## config.mk

```make
export PLATFORM = sky130hd
export DESIGN_NAME = pelr_top
export DESIGN_NICKNAME = d
export VERILOG_FILES = /design/src/core/pelr_pkg.sv /design/src/core/pelr_reg_if.sv /design/src/core/pelr_mdio_slave.sv /design/src/core/pelr_top.sv
export SDC_FILE = /design/constraint.sdc
export NUM_CORES = 1
export LEC_CHECK = 0
export BUFFER_PORTS_ARGS = -buffer_cell sky130_fd_sc_hd__clkbuf_2
export CAP_MARGIN = 30
export CELL_PAD_IN_SITES_DETAIL_PLACEMENT = 0
export CELL_PAD_IN_SITES_GLOBAL_PLACEMENT = 1
export CORE_ASPECT_RATIO = 1.4
export CORE_MARGIN = 4
export CORE_UTILIZATION = 50
export CTS_BUF_LIST = sky130_fd_sc_hd__clkbuf_4 sky130_fd_sc_hd__clkbuf_8 sky130_fd_sc_hd__clkbuf_16
export CTS_CLUSTER_SIZE = 40
export DETAILED_ROUTE_END_ITERATION = 6
export PLACE_DENSITY_LB_ADDON = 0.1
export SLEW_MARGIN = 15
export SYNTH_ARGS = -nofsm -noshare
export SYNTH_HDL_FRONTEND = slang
export SYNTH_SLANG_ARGS = --single-unit
```

## constraint.sdc

```tcl
create_clock -name clk_in -period 5.5 [get_ports clk_in]
set_input_delay 0.825 -clock clk_in [delete_from_list [all_inputs] [get_ports clk_in]]
set_output_delay 0.825 -clock clk_in [all_outputs]
set_load 0.01 [all_outputs]
```

## src/core/pelr_pkg.sv

```systemverilog
// constants of the phy event interrupt and rx latency control block
//
// Behaviour
// - latency select 1 gives variable rx latency, never dropping a preamble nibble.
// - latency select 0 (reset) gives fixed latency; first packet may lose one nibble.
// - after one nibble is dropped, no further drop until the next link-up.
// - jabber enable bit lets a jabber event raise the interrupt.
// - parallel detect fault enable bit gates that event; read-write, resets to 0.
// - link partner acknowledge enable bit gates that event; read-write, resets to 0.
// - link down enable bit gates that event; read-write, resets to 0.
// - remote fault enable bit gates that event; read-write, resets to 0.
// - link up enable bit gates that event; read-write, resets to 0.
// - jabber flag is read-only, self-clearing, set on jabber, resets to 0.
// - receive error flag is read-only, self-clearing, set on error, resets to 0.
// - page receive flag is read-only, self-clearing, set on page, resets to 0.
// - parallel detect fault flag is read-only, self-clearing, resets to 0.
// - link partner acknowledge flag is read-only, self-clearing, resets to 0.
// - link down flag is read-only, self-clearing, set on link loss, resets 0.
// - remote fault flag is read-only, self-clearing, set on fault, resets to 0.
// - link up flag is read-only, self-clearing, set on link up, resets 0.
`default_nettype none
package pelr_pkg;
    localparam int REG_AW = 5;
    localparam int DW = 16;
    localparam int N_EVT = 8;
    localparam int PHY_AW = 5;
    localparam int CNT_W = 5;
    // register addresses
    localparam logic [4:0] REG_EXP_CTRL = 5'h18;
    localparam logic [4:0] REG_INT_CS = 5'h1B;
    // expanded control fields
    localparam logic [15:0] EXP_CTRL_RESET = 16'h0801;
    localparam int EXP_VAR_LAT_BIT = 10;
    localparam int EXP_PRE10_BIT = 6;
    // interrupt control/status fields
    localparam int INT_EN_LSB = 8;
    localparam logic [7:0] INT_EN_RESET = 8'h00;
    localparam logic [7:0] INT_FLAG_RESET = 8'h00;
    localparam int EVT_LINK_UP = 0;
    // management frame fields
    localparam logic [1:0] OP_READ = 2'h2;
    localparam logic [1:0] OP_WRITE = 2'h1;
    localparam logic [4:0] HDR_LAST = 5'h0C;
    localparam logic [4:0] WR_LAST = 5'h11;
    localparam logic [4:0] RD_LAST = 5'h10;
    localparam int HDR_START_BIT = 12;
    localparam int HDR_OP_MSB = 11;
    localparam int HDR_OP_LSB = 10;
    localparam int HDR_PHY_MSB = 9;
    localparam int HDR_PHY_LSB = 5;
    localparam logic [4:0] CNT_ONE = 5'h01;
    localparam logic [4:0] CNT_ZERO = 5'h00;
    typedef enum logic [4:0] {
        ST_HUNT = 5'b00001,
        ST_HDR = 5'b00010,
        ST_TA = 5'b00100,
        ST_RDAT = 5'b01000,
        ST_WDAT = 5'b10000
    } pelr_state_t;
endpackage
`default_nettype wire

```

## src/core/pelr_reg_if.sv

```systemverilog
// register access carrier between the management slave and the register file
`default_nettype none
interface pelr_reg_if;
    logic [pelr_pkg::REG_AW-1:0] addr;
    logic wr;
    logic rd;
    logic [pelr_pkg::DW-1:0] wdata;
    logic [pelr_pkg::DW-1:0] rdata;
    modport slave (output addr, output wr, output rd, output wdata, input rdata);
    modport regs (input addr, input wr, input rd, input wdata, output rdata);
endinterface
`default_nettype wire

```

## src/core/pelr_mdio_slave.sv

```systemverilog
// serial management frame slave, clocked on the core clock
`default_nettype none
module pelr_mdio_slave (
    input wire logic clk_in,
    input wire logic rst_in,
    input wire logic ce_in,
    input wire logic mdc_in,
    input wire logic mdio_in,
    input wire logic [pelr_pkg::PHY_AW-1:0] phy_addr_in,
    output logic mdio_out,
    output logic mdio_oe_out,
    pelr_reg_if.slave bus
);
    logic mdc_s1;
    logic mdc_s2;
    logic mdc_prev;
    logic mdio_s1;
    logic mdio_s2;
    logic rise;
    logic [11:0] hdr;
    logic [12:0] full;
    logic [4:0] cnt;
    logic [15:0] sh;
    pelr_pkg::pelr_state_t state;

    // ----------------------------------------
    // pin synchronisers
    // ----------------------------------------
    always_ff @(posedge clk_in) begin
        if (rst_in) begin
            mdc_s1 <= 1'b0;
            mdc_s2 <= 1'b0;
            mdc_prev <= 1'b0;
            mdio_s1 <= 1'b1;
            mdio_s2 <= 1'b1;
        end else if (ce_in) begin
            mdc_s1 <= mdc_in;
            mdc_s2 <= mdc_s1;
            mdc_prev <= mdc_s2;
            mdio_s1 <= mdio_in;
            mdio_s2 <= mdio_s1;
        end
    end

    assign rise = mdc_s2 & ~mdc_prev;
    assign full = {hdr, mdio_s2};

    // ----------------------------------------
    // frame sequencer
    // ----------------------------------------
    always_ff @(posedge clk_in) begin
        if (rst_in) begin
            state <= pelr_pkg::ST_HUNT;
            hdr <= 12'h000;
            cnt <= pelr_pkg::CNT_ZERO;
            sh <= 16'h0000;
            mdio_out <= 1'b0;
            mdio_oe_out <= 1'b0;
            bus.addr <= 5'h00;
            bus.wr <= 1'b0;
            bus.rd <= 1'b0;
            bus.wdata <= 16'h0000;
        end else if (ce_in) begin
            bus.wr <= 1'b0;
            bus.rd <= 1'b0;
            if (bus.rd) begin
                sh <= bus.rdata;
            end
            if (rise) begin
                case (state)
                    pelr_pkg::ST_HUNT: begin
                        if (!mdio_s2) begin
                            state <= pelr_pkg::ST_HDR;
                            cnt <= pelr_pkg::CNT_ZERO;
                        end
                    end
                    pelr_pkg::ST_HDR: begin
                        hdr <= full[11:0];
                        cnt <= cnt + pelr_pkg::CNT_ONE;
                        if (cnt == pelr_pkg::HDR_LAST) begin
                            cnt <= pelr_pkg::CNT_ZERO;
                            bus.addr <= full[4:0];
                            state <= pelr_pkg::ST_HUNT;
                            if (full[pelr_pkg::HDR_START_BIT]
                                && full[pelr_pkg::HDR_PHY_MSB:pelr_pkg::HDR_PHY_LSB] == phy_addr_in) begin
                                if (full[pelr_pkg::HDR_OP_MSB:pelr_pkg::HDR_OP_LSB] == pelr_pkg::OP_READ) begin
                                    state <= pelr_pkg::ST_TA;
                                    bus.rd <= 1'b1;
                                end else if (full[pelr_pkg::HDR_OP_MSB:pelr_pkg::HDR_OP_LSB] == pelr_pkg::OP_WRITE) begin
                                    state <= pelr_pkg::ST_WDAT;
                                end
                            end
                        end
                    end
                    pelr_pkg::ST_TA: begin
                        mdio_oe_out <= 1'b1;
                        mdio_out <= 1'b0;
                        state <= pelr_pkg::ST_RDAT;
                    end
                    pelr_pkg::ST_RDAT: begin
                        cnt <= cnt + pelr_pkg::CNT_ONE;
                        mdio_out <= sh[15];
                        sh <= {sh[14:0], 1'b0};
                        if (cnt == pelr_pkg::RD_LAST) begin
                            mdio_oe_out <= 1'b0;
                            mdio_out <= 1'b0;
                            state <= pelr_pkg::ST_HUNT;
                        end
                    end
                    pelr_pkg::ST_WDAT: begin
                        cnt <= cnt + pelr_pkg::CNT_ONE;
                        sh <= {sh[14:0], mdio_s2};
                        if (cnt == pelr_pkg::WR_LAST) begin
                            bus.wdata <= {sh[14:0], mdio_s2};
                            bus.wr <= 1'b1;
                            state <= pelr_pkg::ST_HUNT;
                        end
                    end
                    default: begin
                        state <= pelr_pkg::ST_HUNT;
                        mdio_oe_out <= 1'b0;
                    end
                endcase
            end
        end
    end
endmodule
`default_nettype wire

```

## src/core/pelr_top.sv

```systemverilog
// phy event interrupt and rx latency control, top level
`default_nettype none
module pelr_top (
    input wire logic clk_in,
    input wire logic rst_in,
    input wire logic ce_in,
    input wire logic mdc_in,
    input wire logic mdio_in,
    output logic mdio_out,
    output logic mdio_oe_out,
    input wire logic [pelr_pkg::PHY_AW-1:0] phy_addr_in,
    input wire logic jabber_evt_in,
    input wire logic rx_err_evt_in,
    input wire logic page_rx_evt_in,
    input wire logic pd_fault_evt_in,
    input wire logic lp_ack_evt_in,
    input wire logic link_down_evt_in,
    input wire logic remote_fault_evt_in,
    input wire logic link_up_evt_in,
    input wire logic rx_sof_in,
    input wire logic rx_slip_in,
    output logic var_latency_out,
    output logic pre10_en_out,
    output logic drop_nibble_out,
    output logic irq_out
);
    pelr_reg_if bus ();
    logic [15:0] exp_ctrl;
    logic [7:0] int_en;
    logic [7:0] int_flag;
    logic [7:0] evt;
    logic [7:0] next_flag;
    logic [4:0] addr_s1;
    logic [4:0] addr_s2;
    logic armed;
    logic int_rd;

    // ----------------------------------------
    // strap synchroniser
    // ----------------------------------------
    always_ff @(posedge clk_in) begin
        if (rst_in) begin
            addr_s1 <= 5'h00;
            addr_s2 <= 5'h00;
        end else if (ce_in) begin
            addr_s1 <= phy_addr_in;
            addr_s2 <= addr_s1;
        end
    end

    pelr_mdio_slave u_mdio (
        .clk_in(clk_in),
        .rst_in(rst_in),
        .ce_in(ce_in),
        .mdc_in(mdc_in),
        .mdio_in(mdio_in),
        .phy_addr_in(addr_s2),
        .mdio_out(mdio_out),
        .mdio_oe_out(mdio_oe_out),
        .bus(bus.slave)
    );

    // ----------------------------------------
    // register writes
    // ----------------------------------------
    always_ff @(posedge clk_in) begin
        if (rst_in) begin
            exp_ctrl <= pelr_pkg::EXP_CTRL_RESET;
            int_en <= pelr_pkg::INT_EN_RESET;
        end else if (ce_in && bus.wr) begin
            if (bus.addr == pelr_pkg::REG_EXP_CTRL) begin
                exp_ctrl <= bus.wdata;
            end
            if (bus.addr == pelr_pkg::REG_INT_CS) begin
                int_en <= bus.wdata[15:pelr_pkg::INT_EN_LSB];
            end
        end
    end

    // ----------------------------------------
    // read mux
    // ----------------------------------------
    always_comb begin
        bus.rdata = 16'h0000;
        if (bus.addr == pelr_pkg::REG_EXP_CTRL) begin
            bus.rdata = exp_ctrl;
        end else if (bus.addr == pelr_pkg::REG_INT_CS) begin
            bus.rdata = {int_en, int_flag};
        end
    end

    // ----------------------------------------
    // event flags
    // ----------------------------------------
    assign evt[7] = jabber_evt_in;
    assign evt[6] = rx_err_evt_in;
    assign evt[5] = page_rx_evt_in;
    assign evt[4] = pd_fault_evt_in;
    assign evt[3] = lp_ack_evt_in;
    assign evt[2] = link_down_evt_in;
    assign evt[1] = remote_fault_evt_in;
    assign evt[0] = link_up_evt_in;
    assign int_rd = bus.rd && (bus.addr == pelr_pkg::REG_INT_CS);

    always_comb begin
        next_flag = int_flag;
        if (int_rd) begin
            next_flag = 8'h00;
        end
        next_flag = next_flag | evt;
    end

    always_ff @(posedge clk_in) begin
        if (rst_in) begin
            int_flag <= pelr_pkg::INT_FLAG_RESET;
        end else if (ce_in) begin
            int_flag <= next_flag;
        end
    end

    // ----------------------------------------
    // interrupt output
    // ----------------------------------------
    always_ff @(posedge clk_in) begin
        if (rst_in) begin
            irq_out <= 1'b0;
        end else if (ce_in) begin
            irq_out <= |(next_flag & int_en);
        end
    end

    // ----------------------------------------
    // rx latency and preamble control
    // ----------------------------------------
    assign var_latency_out = exp_ctrl[pelr_pkg::EXP_VAR_LAT_BIT];
    assign pre10_en_out = exp_ctrl[pelr_pkg::EXP_PRE10_BIT];

    always_ff @(posedge clk_in) begin
        if (rst_in) begin
            armed <= 1'b0;
        end else if (ce_in) begin
            if (evt[pelr_pkg::EVT_LINK_UP]) begin
                armed <= 1'b1;
            end else if (rx_sof_in) begin
                armed <= 1'b0;
            end
        end
    end

    always_ff @(posedge clk_in) begin
        if (rst_in) begin
            drop_nibble_out <= 1'b0;
        end else if (ce_in) begin
            drop_nibble_out <= armed && rx_sof_in && rx_slip_in
                && !exp_ctrl[pelr_pkg::EXP_VAR_LAT_BIT];
        end
    end
endmodule
`default_nettype wire

```

# Word level (Yosys, flattened, before mapping)
# Cells that the tools add are included.
# Widths: inputs -> output; s select.
classes:
  eq_ne: 17
  n_bitwise: 5
  addsub: 1
  reduce_logical: 23
  n_mux: 31
op_table:
  columns: ["operator", "count"]
  rows:
  - ["$mux 16", 4]
  - ["$mux 5", 9]
  - ["$pmux 16 s2", 1]
  - ["$eq 5x5->1 const B", 5]
  - ["$pmux 5 s5", 1]
  - ["$reduce_and 4->1", 4]
  - ["$pmux 5 s3", 1]
  - ["$mux 1", 12]
  - ["$eq 5x4->1 const B", 2]
  - ["$and 8x8->8", 1]
  - ["$mux 8", 1]
  - ["$or 8x8->8", 1]
  - ["$reduce_or 8->1", 1]
  - ["$logic_and 1x1->1", 6]
  - ["$ne 2x1->1 const B", 3]
  - ["$reduce_and 2->1", 3]
  - ["$reduce_and 3->1", 2]
  - ["$reduce_and 6->1", 1]
  - ["$add 5x1->5 const B", 1]
  - ["$eq 5x1->1 const B", 1]
  - ["$eq 5x2->1 const B", 1]
  - ["$eq 5x3->1 const B", 1]
  - ["$eq 5x5->1", 1]
  - ["$reduce_bool 2->1", 2]
  - ["other kinds (11)", 12]
totals:
  output_inout_bits: 6
  regBits: 113
  word_cells: 100
  input_bits: 20

# Depth between registers and ports, before layout
# Gate-level depths: netlist of the first run.
depth:
  word_depth: 6
  mapped_depth: 8
  ltp_nobuf: 7

# By module
# From an unflattened synthesis of the first run, not the netlist that was laid out.
unflattened:
  hier_cells: 518
  hier_area_um2: 5088.6
modules_own_cells:
  columns: ["module", "cells_each", "n_inst", "seq_area_each_um2", "area_each_um2"]
  rows:
  - ["pelr_mdio_slave", 320, 1, 1361.3, 3180.6]
  - ["pelr_top", 198, 1, 900.9, 1908.1]

# Worst setup path before layout of the first run
# OpenSTA, ideal clock, no wires.
synth_timing:
  path_type: "input to register"
  startpoint: "input port ce_in"
  endpoint: "register u_mdio.cnt[4]"
  slack_ns: 3.250
  t_required_ns: 5.386
  setup_ns: 0.114
  t_arrival_ns: 2.136
  path_stages: 6
  n_path_buf: 1
  cell_sequence: "buf_2 -> nand3b_1 -> a31o_2 -> or4b_1 -> xor2_1 -> nor2_1"
synth_between:
  elab_chain_cells: 1
synth_lines:
  columns: ["element", "line", "text"]
  rows:
  - ["start: declaration", "pelr_top.sv:6", "input wire logic ce_in,"]
  - ["$reduce_and 4->1 (no source line)", null, null]
  - ["end signal: assignment", "pelr_mdio_slave.sv:55", "cnt <= pelr_pkg::CNT_ZERO;"]
  - ["end signal: assignment", "pelr_mdio_slave.sv:74", "cnt <= pelr_pkg::CNT_ZERO;"]
  - ["end signal: assignment", "pelr_mdio_slave.sv:79", "cnt <= cnt + pelr_pkg::CNT_ONE;"]
  - ["end: declaration", "pelr_mdio_slave.sv:22", "logic [4:0] cnt;"]
# Every way passes these cells.
# A chain may end at the register's enable or synchronous reset.

# Worst setup path in the final report of the first run
layout_timing:
  startpoint: "input port ce_in"
  endpoint: "register u_mdio.bus.wdata[12]"
layout_between:
  elab_chain_cells: 1
layout_lines:
  columns: ["element", "line", "text"]
  rows:
  - ["$reduce_and 4->1 (no source line)", null, null]
  - ["end signal: assignment", "pelr_mdio_slave.sv:114", "bus.wdata <= {sh[14:0], mdio_s2};"]
  - ["end: declaration", "pelr_reg_if.sv:9", "modport slave (output addr, output wr, output rd, output wdata, input rdata);"]
# Every way passes these cells.

==> impl_metrics.py, run 1 <==
metrics = {
    "timing": {
        "relSlewSlack": 0.438,
        "period_minus_slack_ps": 2660,
        "setup_violations": 0,
        "clock_skew_ps": 7.50,
        "fin_ws_ps": 2840,
        "final.setup.tns_ps": 0,
        "hold_viol": 0,
        "worstMarginPinSlew_ps": 840,
        "fin_crit_sh": 0.484,
        "clock.fmax_mhz": 376,
        "maxSlewViolCount": 0,
        "rsz0062_at_grt": "no",
    },
    "hold_path": {
        "min_delay_path_depth": 2,
        "hp-start": "u_mdio.bus.wdata[6]",
        "whs_endpoint": "u_mdio.bus.wdata[6]",
        "hold_class": "flop to flop",
    },
    "setup_path": {
        "critical_path.cell_chain": "clkbuf_2, buf_4, nand3b_1, nor2b_1, nand3_1, nand2_1, a21oi_1",
        "crit_path_max_fanout": 36,
        "cp.arrival_ps": 2920,
        "critPathCaptureType": "flop",
        "regToRegStartpoint": "u_mdio.state[0]",
        "crit_type": "input pin to flop",
        "reg2reg_slack_ps": 3230,
        "crit_required_ps": 5760,
        "critPathMaxStageDelay_ps": 650,
        "r2r_cells": 5,
        "crit_path_top_delay_cell": "nand3_1",
        "start_kind": "input pin",
        "rr_endpoint": "u_mdio.bus.wdata[12]",
    },
    "job": {
        "drv_cap": 0,
    },
    "routing": {
        "dr_total_vias": 3916,
        "finalWirelength_um": 11500,
        "wl_met2_um": 6000,
        "wl_per_cell_um": 17.1,
        "drc_errors": 0,
        "antenna_left": 0,
        "drtIter0Drc": 262,
        "drt_pass1_iterations": 5,
        "wl_met1_um": 4720,
        "wl_met3_um": 394,
        "highest-signal-layer": "met4",
        "via_per_inst": 5.84,
    },
    "clock_network": {
        "cts_setup_buffers": 0,
        "clk_latency_ps": 410,
        "clock-root-buffer": "clkbuf_16",
        "numCtsBuffers": 17,
        "clk_pin_slew_ps": 50,
        "cts.path.max_buffers": 2,
        "tritoncts": "done",
        "cts_resized": 0,
        "holdBufCountCts": 0,
        "cts.sinks": 113,
        "cts_max_level": 4,
    },
    "die": {
        "ios": 26,
        "initial_core_util": 0.508,
        "core-area_um2": 9410,
        "die_w_um": 90.6,
        "fp.dieH_um": 124,
        "dieArea_um2": 11200,
        "rows": 42,
    },
    "grt": {
        "grt_antenna_before_repair": 0,
        "grt_max_degree": 69,
        "grt_overflow": 0,
        "grt_pass1_wl_um": 18800,
        "grt_use_total": 0.213,
        "grt_pass1_vias": 3770,
    },
    "synthesis": {
        "synthArstFlopShare": 0,
        "yosys_register_bits": 113,
        "syn_inst": 537,
        "synthesis.area_um2": 4780,
        "syn_area_per_cell_um2": 8.90,
        "ys.flop_type": "dfxtp_1",
        "ys_types": 52,
        "synth_nets": 562,
        "ys_warn_count": 0,
        "seq_area_frac_synth": 0.473,
        "synth_edf_count": 0,
    },
    "place": {
        "pre_cts_ws_ps": 2470,
        "place_area_um2": 4910,
        "portBuffers": 25,
        "gp_congestion": 0.773,
        "hpwl_um": 7420,
    },
    "final_layout": {
        "drive_above_1_share": 0.123,
        "fin_area_um2": 5580,
        "syn_to_final_growth_pct": 16.7,
        "fin_nets": 572,
        "nFillCells": 862,
        "diodes": 0,
    },
    "power": {
        "peakVddDrop_uv": 265,
        "p_leak_nw": 2.07,
        "power_density_nw_per_um2": 383,
    },
    "run_status": {
        "status": "completed",
    },
}
-- final cells by class --
class | instances | area [µm²] | share of cell area
multi-input cells | 376 | 2310 | 0.414
repair buffers | 29 | 158 | 0.0282
flip-flops and latches | 113 | 2260 | 0.405
clock buffers | 21 | 468 | 0.0838
clock inverters | 11 | 208 | 0.0372
well taps | 110 | 138 | 0.0247
inverters | 10 | 37.5 | 0.00672
-- per-stage QoR --
step / instances / total power [W] / hold slack [ps] / util
2_1_floorplan: 537 / 0.000891 / 429 / -
3_3_place_gp: 636 / 0.000911 / 438 / 0.520
3_5_place_dp: 638 / 0.000912 / 443 / 0.522
4_1_cts: 670 / 0.00216 / 450 / 0.593
5_1_grt: 670 / 0.00220 / 465 / 0.593
6_report: 670 / 0.00214 / 449 / 0.593
-- synth_stat cells, drive strengths merged, types with 3 or more instances --
cell	instances	share of area
mux2i	36	0.075
a22oi	25	0.039
buf	12	0.015
nor4	3	0.0071
clkbuf	26	0.021
ha	5	0.013
nor2b	7	0.0092
xnor2	5	0.0092
nand4b	3	0.0055
a222oi	15	0.031
nand2	78	0.061
nor3	4	0.0063
nand3	9	0.0094
o22ai	16	0.021
o21ai	6	0.0063
inv	10	0.0079
a221oi	4	0.0086
a21oi	47	0.049
nor2	64	0.050
dfxtp	113	0.47
xor2	5	0.0092
and3	3	0.0039
nand2b	8	0.010
nand3b	5	0.0079
-- critical path: cells and delay by family --
family | cells | cell delay (ps)
compound gates | 1 | 80
buf+inv | 2 | 460
simple gates | 4 | 1530
-- worst max-delay path by stage --
stage,start,cells after the start,slack [ps],to
floorplan,ce_in,6,3250,u_mdio.cnt[4]
global placement,ce_in,7,2490,u_mdio.bus.wdata[12]
detailed placement,ce_in,7,2470,u_mdio.bus.wdata[10]
CTS,ce_in,7,2900,u_mdio.bus.wdata[10]
global route,ce_in,7,2670,u_mdio.bus.wdata[11]
finish,ce_in,7,2840,u_mdio.bus.wdata[12]
-- layer usage --
layer,GRT usage,vias to the layer above
met2,0.375,74
met1,0.242,1871
met4,0.103,0
li1,-,1948
met5,0,-
met3,0.0544,23
-- placed cells by master (no fill, tap or decap), types with 3 or more instances in the layout --
cell / instances
dfxtp_1: 113
nand2_1: 78
nor2_1: 64
a21oi_1: 47
mux2i_1: 36
a22oi_1: 25
clkbuf_2: 24
clkbuf_16: 17
o22ai_1: 16
a222oi_1: 15
inv_1: 10
nand3_1: 9
nand2b_1: 8
nor2b_1: 7
o21ai_0: 6
bufinv_16: 6
nand3b_1: 5
xor2_1: 5
xnor2_1: 5
ha_1: 5
buf_4: 5
clkinv_2: 4
and3_1: 3
nand4b_1: 3
a221oi_1: 3
-- where the power goes --
| part | total, W | internal (W) | switching (W) |
|---|---|---|---|
| logic | 0.0000541 | 0.0000201 | 0.0000339 |
| clock network | 0.00124 | 0.000879 | 0.000362 |
| registers | 0.000841 | 0.000830 | 0.0000110 |
| total | 0.00214 | 0.00173 | 0.000407 |
-- logic make-up (layout without fill, tap and decap cells) --
| logic type | after synthesis | after routing | share of synthesized area |
|---|---|---|---|
| and+or+nand+nor | 199 | 199 | 0.197 |
| AOI/OAI and AO/OA | 126 | 126 | 0.179 |
| DFF | 113 | 113 | 0.473 |
| buffers and inverters | 48 | 71 | 0.0434 |
| muxes | 36 | 36 | 0.0754 |
| xor gates and xnor gates | 10 | 10 | 0.0183 |
| adders and majority gates | 5 | 5 | 0.0131 |
-- registers in the layout, summed over array words and instances (netlist names), 5 cells and up --
| signal | count |
|---|---|
| u_mdio.bus.addr | 5 |
| int_flag | 8 |
| u_mdio.sh | 16 |
| exp_ctrl | 16 |
| u_mdio.state | 5 |
| u_mdio.bus.wdata | 16 |
| addr_s1 | 5 |
| int_en | 8 |
| u_mdio.hdr | 12 |
| addr_s2 | 5 |
| u_mdio.cnt | 5 |
Power figures use the tool's default switching activity.
==> run 2, diff against run 1 <==
--- a/config.mk
+++ b/config.mk
@@ -5,13 +5,14 @@
 export SDC_FILE = /design/constraint.sdc
 export NUM_CORES = 1
 export LEC_CHECK = 0
+export ABC_AREA = 1
 export BUFFER_PORTS_ARGS = -buffer_cell sky130_fd_sc_hd__clkbuf_2
 export CAP_MARGIN = 30
 export CELL_PAD_IN_SITES_DETAIL_PLACEMENT = 0
 export CELL_PAD_IN_SITES_GLOBAL_PLACEMENT = 1
 export CORE_ASPECT_RATIO = 1.4
 export CORE_MARGIN = 4
-export CORE_UTILIZATION = 50
+export CORE_UTILIZATION = 45
 export CTS_BUF_LIST = sky130_fd_sc_hd__clkbuf_4 sky130_fd_sc_hd__clkbuf_8 sky130_fd_sc_hd__clkbuf_16
 export CTS_CLUSTER_SIZE = 40
 export DETAILED_ROUTE_END_ITERATION = 6
==> constraint.sdc (replaced) <==
create_clock -name clk_in -period 2.6 [get_ports clk_in]
set_input_delay 0.39 -clock clk_in [delete_from_list [all_inputs] [get_ports clk_in]]
set_output_delay 0.39 -clock clk_in [all_outputs]
set_load 0.01 [all_outputs]
==> impl_metrics.py, run 2 <==
metrics = {
    "hold_path": {
        "whs_endpoint": "u_mdio.mdio_s1",
        "min_delay_path_depth": 3,
        "hold_class": "input pin to flop",
        "hp-start": "mdio_in",
    },
    "routing": {
        "wl_per_cell_um": 14.1,
        "drc_errors": 0,
        "via_per_inst": 5.12,
        "finalWirelength_um": 12900,
        "drtIter0Drc": 220,
        "dr_total_vias": 4685,
        "antenna_left": 0,
        "drt_pass1_iterations": 5,
    },
    "clock_network": {
        "cts_max_level": 4,
        "clk_latency_ps": 400,
        "cts_setup_buffers": 0,
        "numCtsBuffers": 17,
        "tritoncts": "done",
        "cts.path.max_buffers": 2,
        "cts_resized": 0,
        "clock-root-buffer": "clkbuf_16",
        "cts.sinks": 113,
        "holdBufCountCts": 0,
        "clk_pin_slew_ps": 50,
    },
    "final_layout": {
        "syn_to_final_growth_pct": 14.8,
        "fin_nets": 786,
        "register_area_um2": 2260,
        "nFillCells": 1155,
        "top_regs": "exp_ctrl: 16 flops, u_mdio.bus.wdata: 16 flops, u_mdio.sh: 16 flops",
        "fin_area_um2": 6060,
        "multiInputGateArea_um2": 2490,
        "diodes": 0,
        "drive_above_1_share": 0.132,
        "layout_commonest_cell": "nand2_1",
        "layout_common_cells": "128 x nand2_1, 113 x dfxtp_1, 105 x nor2_1",
    },
    "synthesis": {
        "ys_warn_count": 0,
        "yosys_register_bits": 113,
        "synth_top_area_share": 0.429,
        "yosys-top-cells-count": "128 x nand2_1, 113 x dfxtp_1, 105 x nor2_1",
        "yosysMostFrequentCell": "nand2_1",
        "synth_top_cell_by_area": "dfxtp_1",
        "seq_area_frac_synth": 0.429,
        "syn_inst": 745,
        "synthesis.area_um2": 5280,
        "synthTopCellsByArea": "dfxtp_1 43%, nand2_1 9.1%, nor2_1 7.5%, a21oi_1 7.0%, o21ai_0 6.9%",
        "ys_types": 37,
        "ys.flop_type": "dfxtp_1",
        "synthArstFlopShare": 0,
        "syn_area_per_cell_um2": 7.08,
        "synth_nets": 770,
        "synth_edf_count": 0,
    },
    "die": {
        "core-area_um2": 11400,
        "initial_core_util": 0.463,
        "ios": 26,
        "fp.dieH_um": 136,
        "rows": 46,
        "dieArea_um2": 13500,
        "die_w_um": 99.5,
    },
    "power": {
        "power_density_nw_per_um2": 701,
        "p_total_w": 0.00425,
        "peakVddDrop_uv": 386,
        "p_leak_nw": 2.50,
    },
    "setup_path": {
        "crit_type": "flop to flop",
        "r2r_cells": 8,
        "critical_path.cell_chain": "nor2_4, nand4_1, nand2_2, nand2_2, o21ai_0, inv_1, nand2_1, a21oi_1",
        "regToRegStartpoint": "u_mdio.state[1]",
        "critPathCaptureType": "flop",
        "cp.arrival_ps": 2060,
        "crit_path_max_fanout": 31,
        "rr_endpoint": "u_mdio.sh[1]",
        "path_buf_inv": 1,
        "crit_required_ps": 2870,
        "critPathMaxStageDelay_ps": 370,
        "cp_top_family": "simple AND/OR/NAND/NOR gates",
        "reg2reg_slack_ps": 810,
        "crit_path_top_delay_cell": "dfxtp_1",
        "start_kind": "flop",
        "cp_common_cell": "nand2_2",
    },
    "timing": {
        "maxSlewViolCount": 0,
        "rsz0062_at_grt": "no",
        "final.setup.tns_ps": 0,
        "clock_skew_ps": 8.10,
        "period_minus_slack_ps": 1790,
        "worstMarginPinSlew_ps": 600,
        "fin_crit_sh": 0.690,
        "relSlewSlack": 0.597,
        "clock.fmax_mhz": 558,
        "setup_violations": 0,
        "hold_viol": 0,
    },
    "grt": {
        "grt_pass1_vias": 4493,
        "grt_overflow": 0,
        "grt_pass1_wl_um": 21800,
        "grt_antenna_before_repair": 0,
        "grt_max_degree": 52,
        "grt_use_total": 0.203,
    },
    "place": {
        "hpwl_um": 8840,
        "gp_congestion": 0.788,
        "portBuffers": 25,
        "place_area_um2": 5470,
    },
    "run_status": {
        "status": "completed",
    },
    "job": {
        "drv_cap": 0,
    },
}
==> run 2: changes by cell type in the layout (fill, tap and decap cells not counted), sizes merged, moves of 7 or more <==
cell | previous run | this run
inv | 10 | 90
a222oi | 15 | 0
a21oi | 47 | 76
o21ai | 6 | 101
nand2b | 8 | 0
a22oi | 25 | 0
nand3 | 9 | 36
nor2 | 64 | 116
mux2i | 36 | 0
o22ai | 16 | 0
nand2 | 78 | 137
nor2b | 7 | 0
==> run 2: metal layers <==
metal,GRT usage,share of wire,vias up
li1,-,-,2431
met1,0.236,0.42,2142
met2,0.367,0.52,90
met3,0.0359,0.035,22
met4,0.0767,0.020,0
met5,0,0,-
==> run 2: kinds of logic (layout without fill, tap and decap cells) <==
logic type      after synthesis  after routing  synth area share
fa+ha+maj                     5              5            0.0119
buf+inv                     128            154            0.0999
flops                       113            113             0.429
xor+xnor                      3              3           0.00498
compound gates              189            189             0.186
simple gates                307            307             0.268
==> run 2: report_power, final <==
group,switching [W],internal [W]
clock network,0.000750,0.00152
logic,0.000123,0.0000635
registers,0.0000222,0.00177
total,0.000895,0.00335
==> run 2: final cells by class <==
type	count	share of cell area
inverters	93	0.0587
well taps	144	0.0298
repair buffers	32	0.0314
multi-input cells	504	0.411
clock buffers	23	0.0829
flip-flops and latches	113	0.374
clock inverters	6	0.0132
==> run 2: worst reg2reg max path: cells and delay by family (launching register included) <==
kind / cells / cell delay, ps
flip-flops: 1 / 370
AO/OA/AOI/OAI: 2 / 350
AND/OR/NAND/NOR: 5 / 870
buffers and inverters: 1 / 60
==> run 2: how the worst max path moves through the flow <==
| stage | from | to | slack, ps | depth (start not counted) |
|---|---|---|---|---|
| after global routing | u_mdio.state[1] | u_mdio.sh[1] | 620 | 8 |
| after global placement | ce_in | int_en[0] | 800 | 5 |
| final | u_mdio.state[1] | u_mdio.sh[1] | 810 | 8 |
| after detailed placement | ce_in | int_en[6] | 720 | 5 |
| after CTS | u_mdio.state[1] | u_mdio.sh[1] | 800 | 8 |
| after floorplan | u_mdio.cnt[0] | u_mdio.state[3] | 1120 | 11 |
==> run 2: through the flow <==
step / setup slack, ps / cells / hold WS [ps] / utilization
5_1_grt: 621 / 915 / 225 / 0.531
4_1_cts: 799 / 915 / 196 / 0.531
2_1_floorplan: 1120 / 745 / 429 / -
3_5_place_dp: 721 / 886 / 448 / 0.480
6_report: 807 / 915 / 211 / 0.531
3_3_place_gp: 802 / 886 / 440 / 0.480
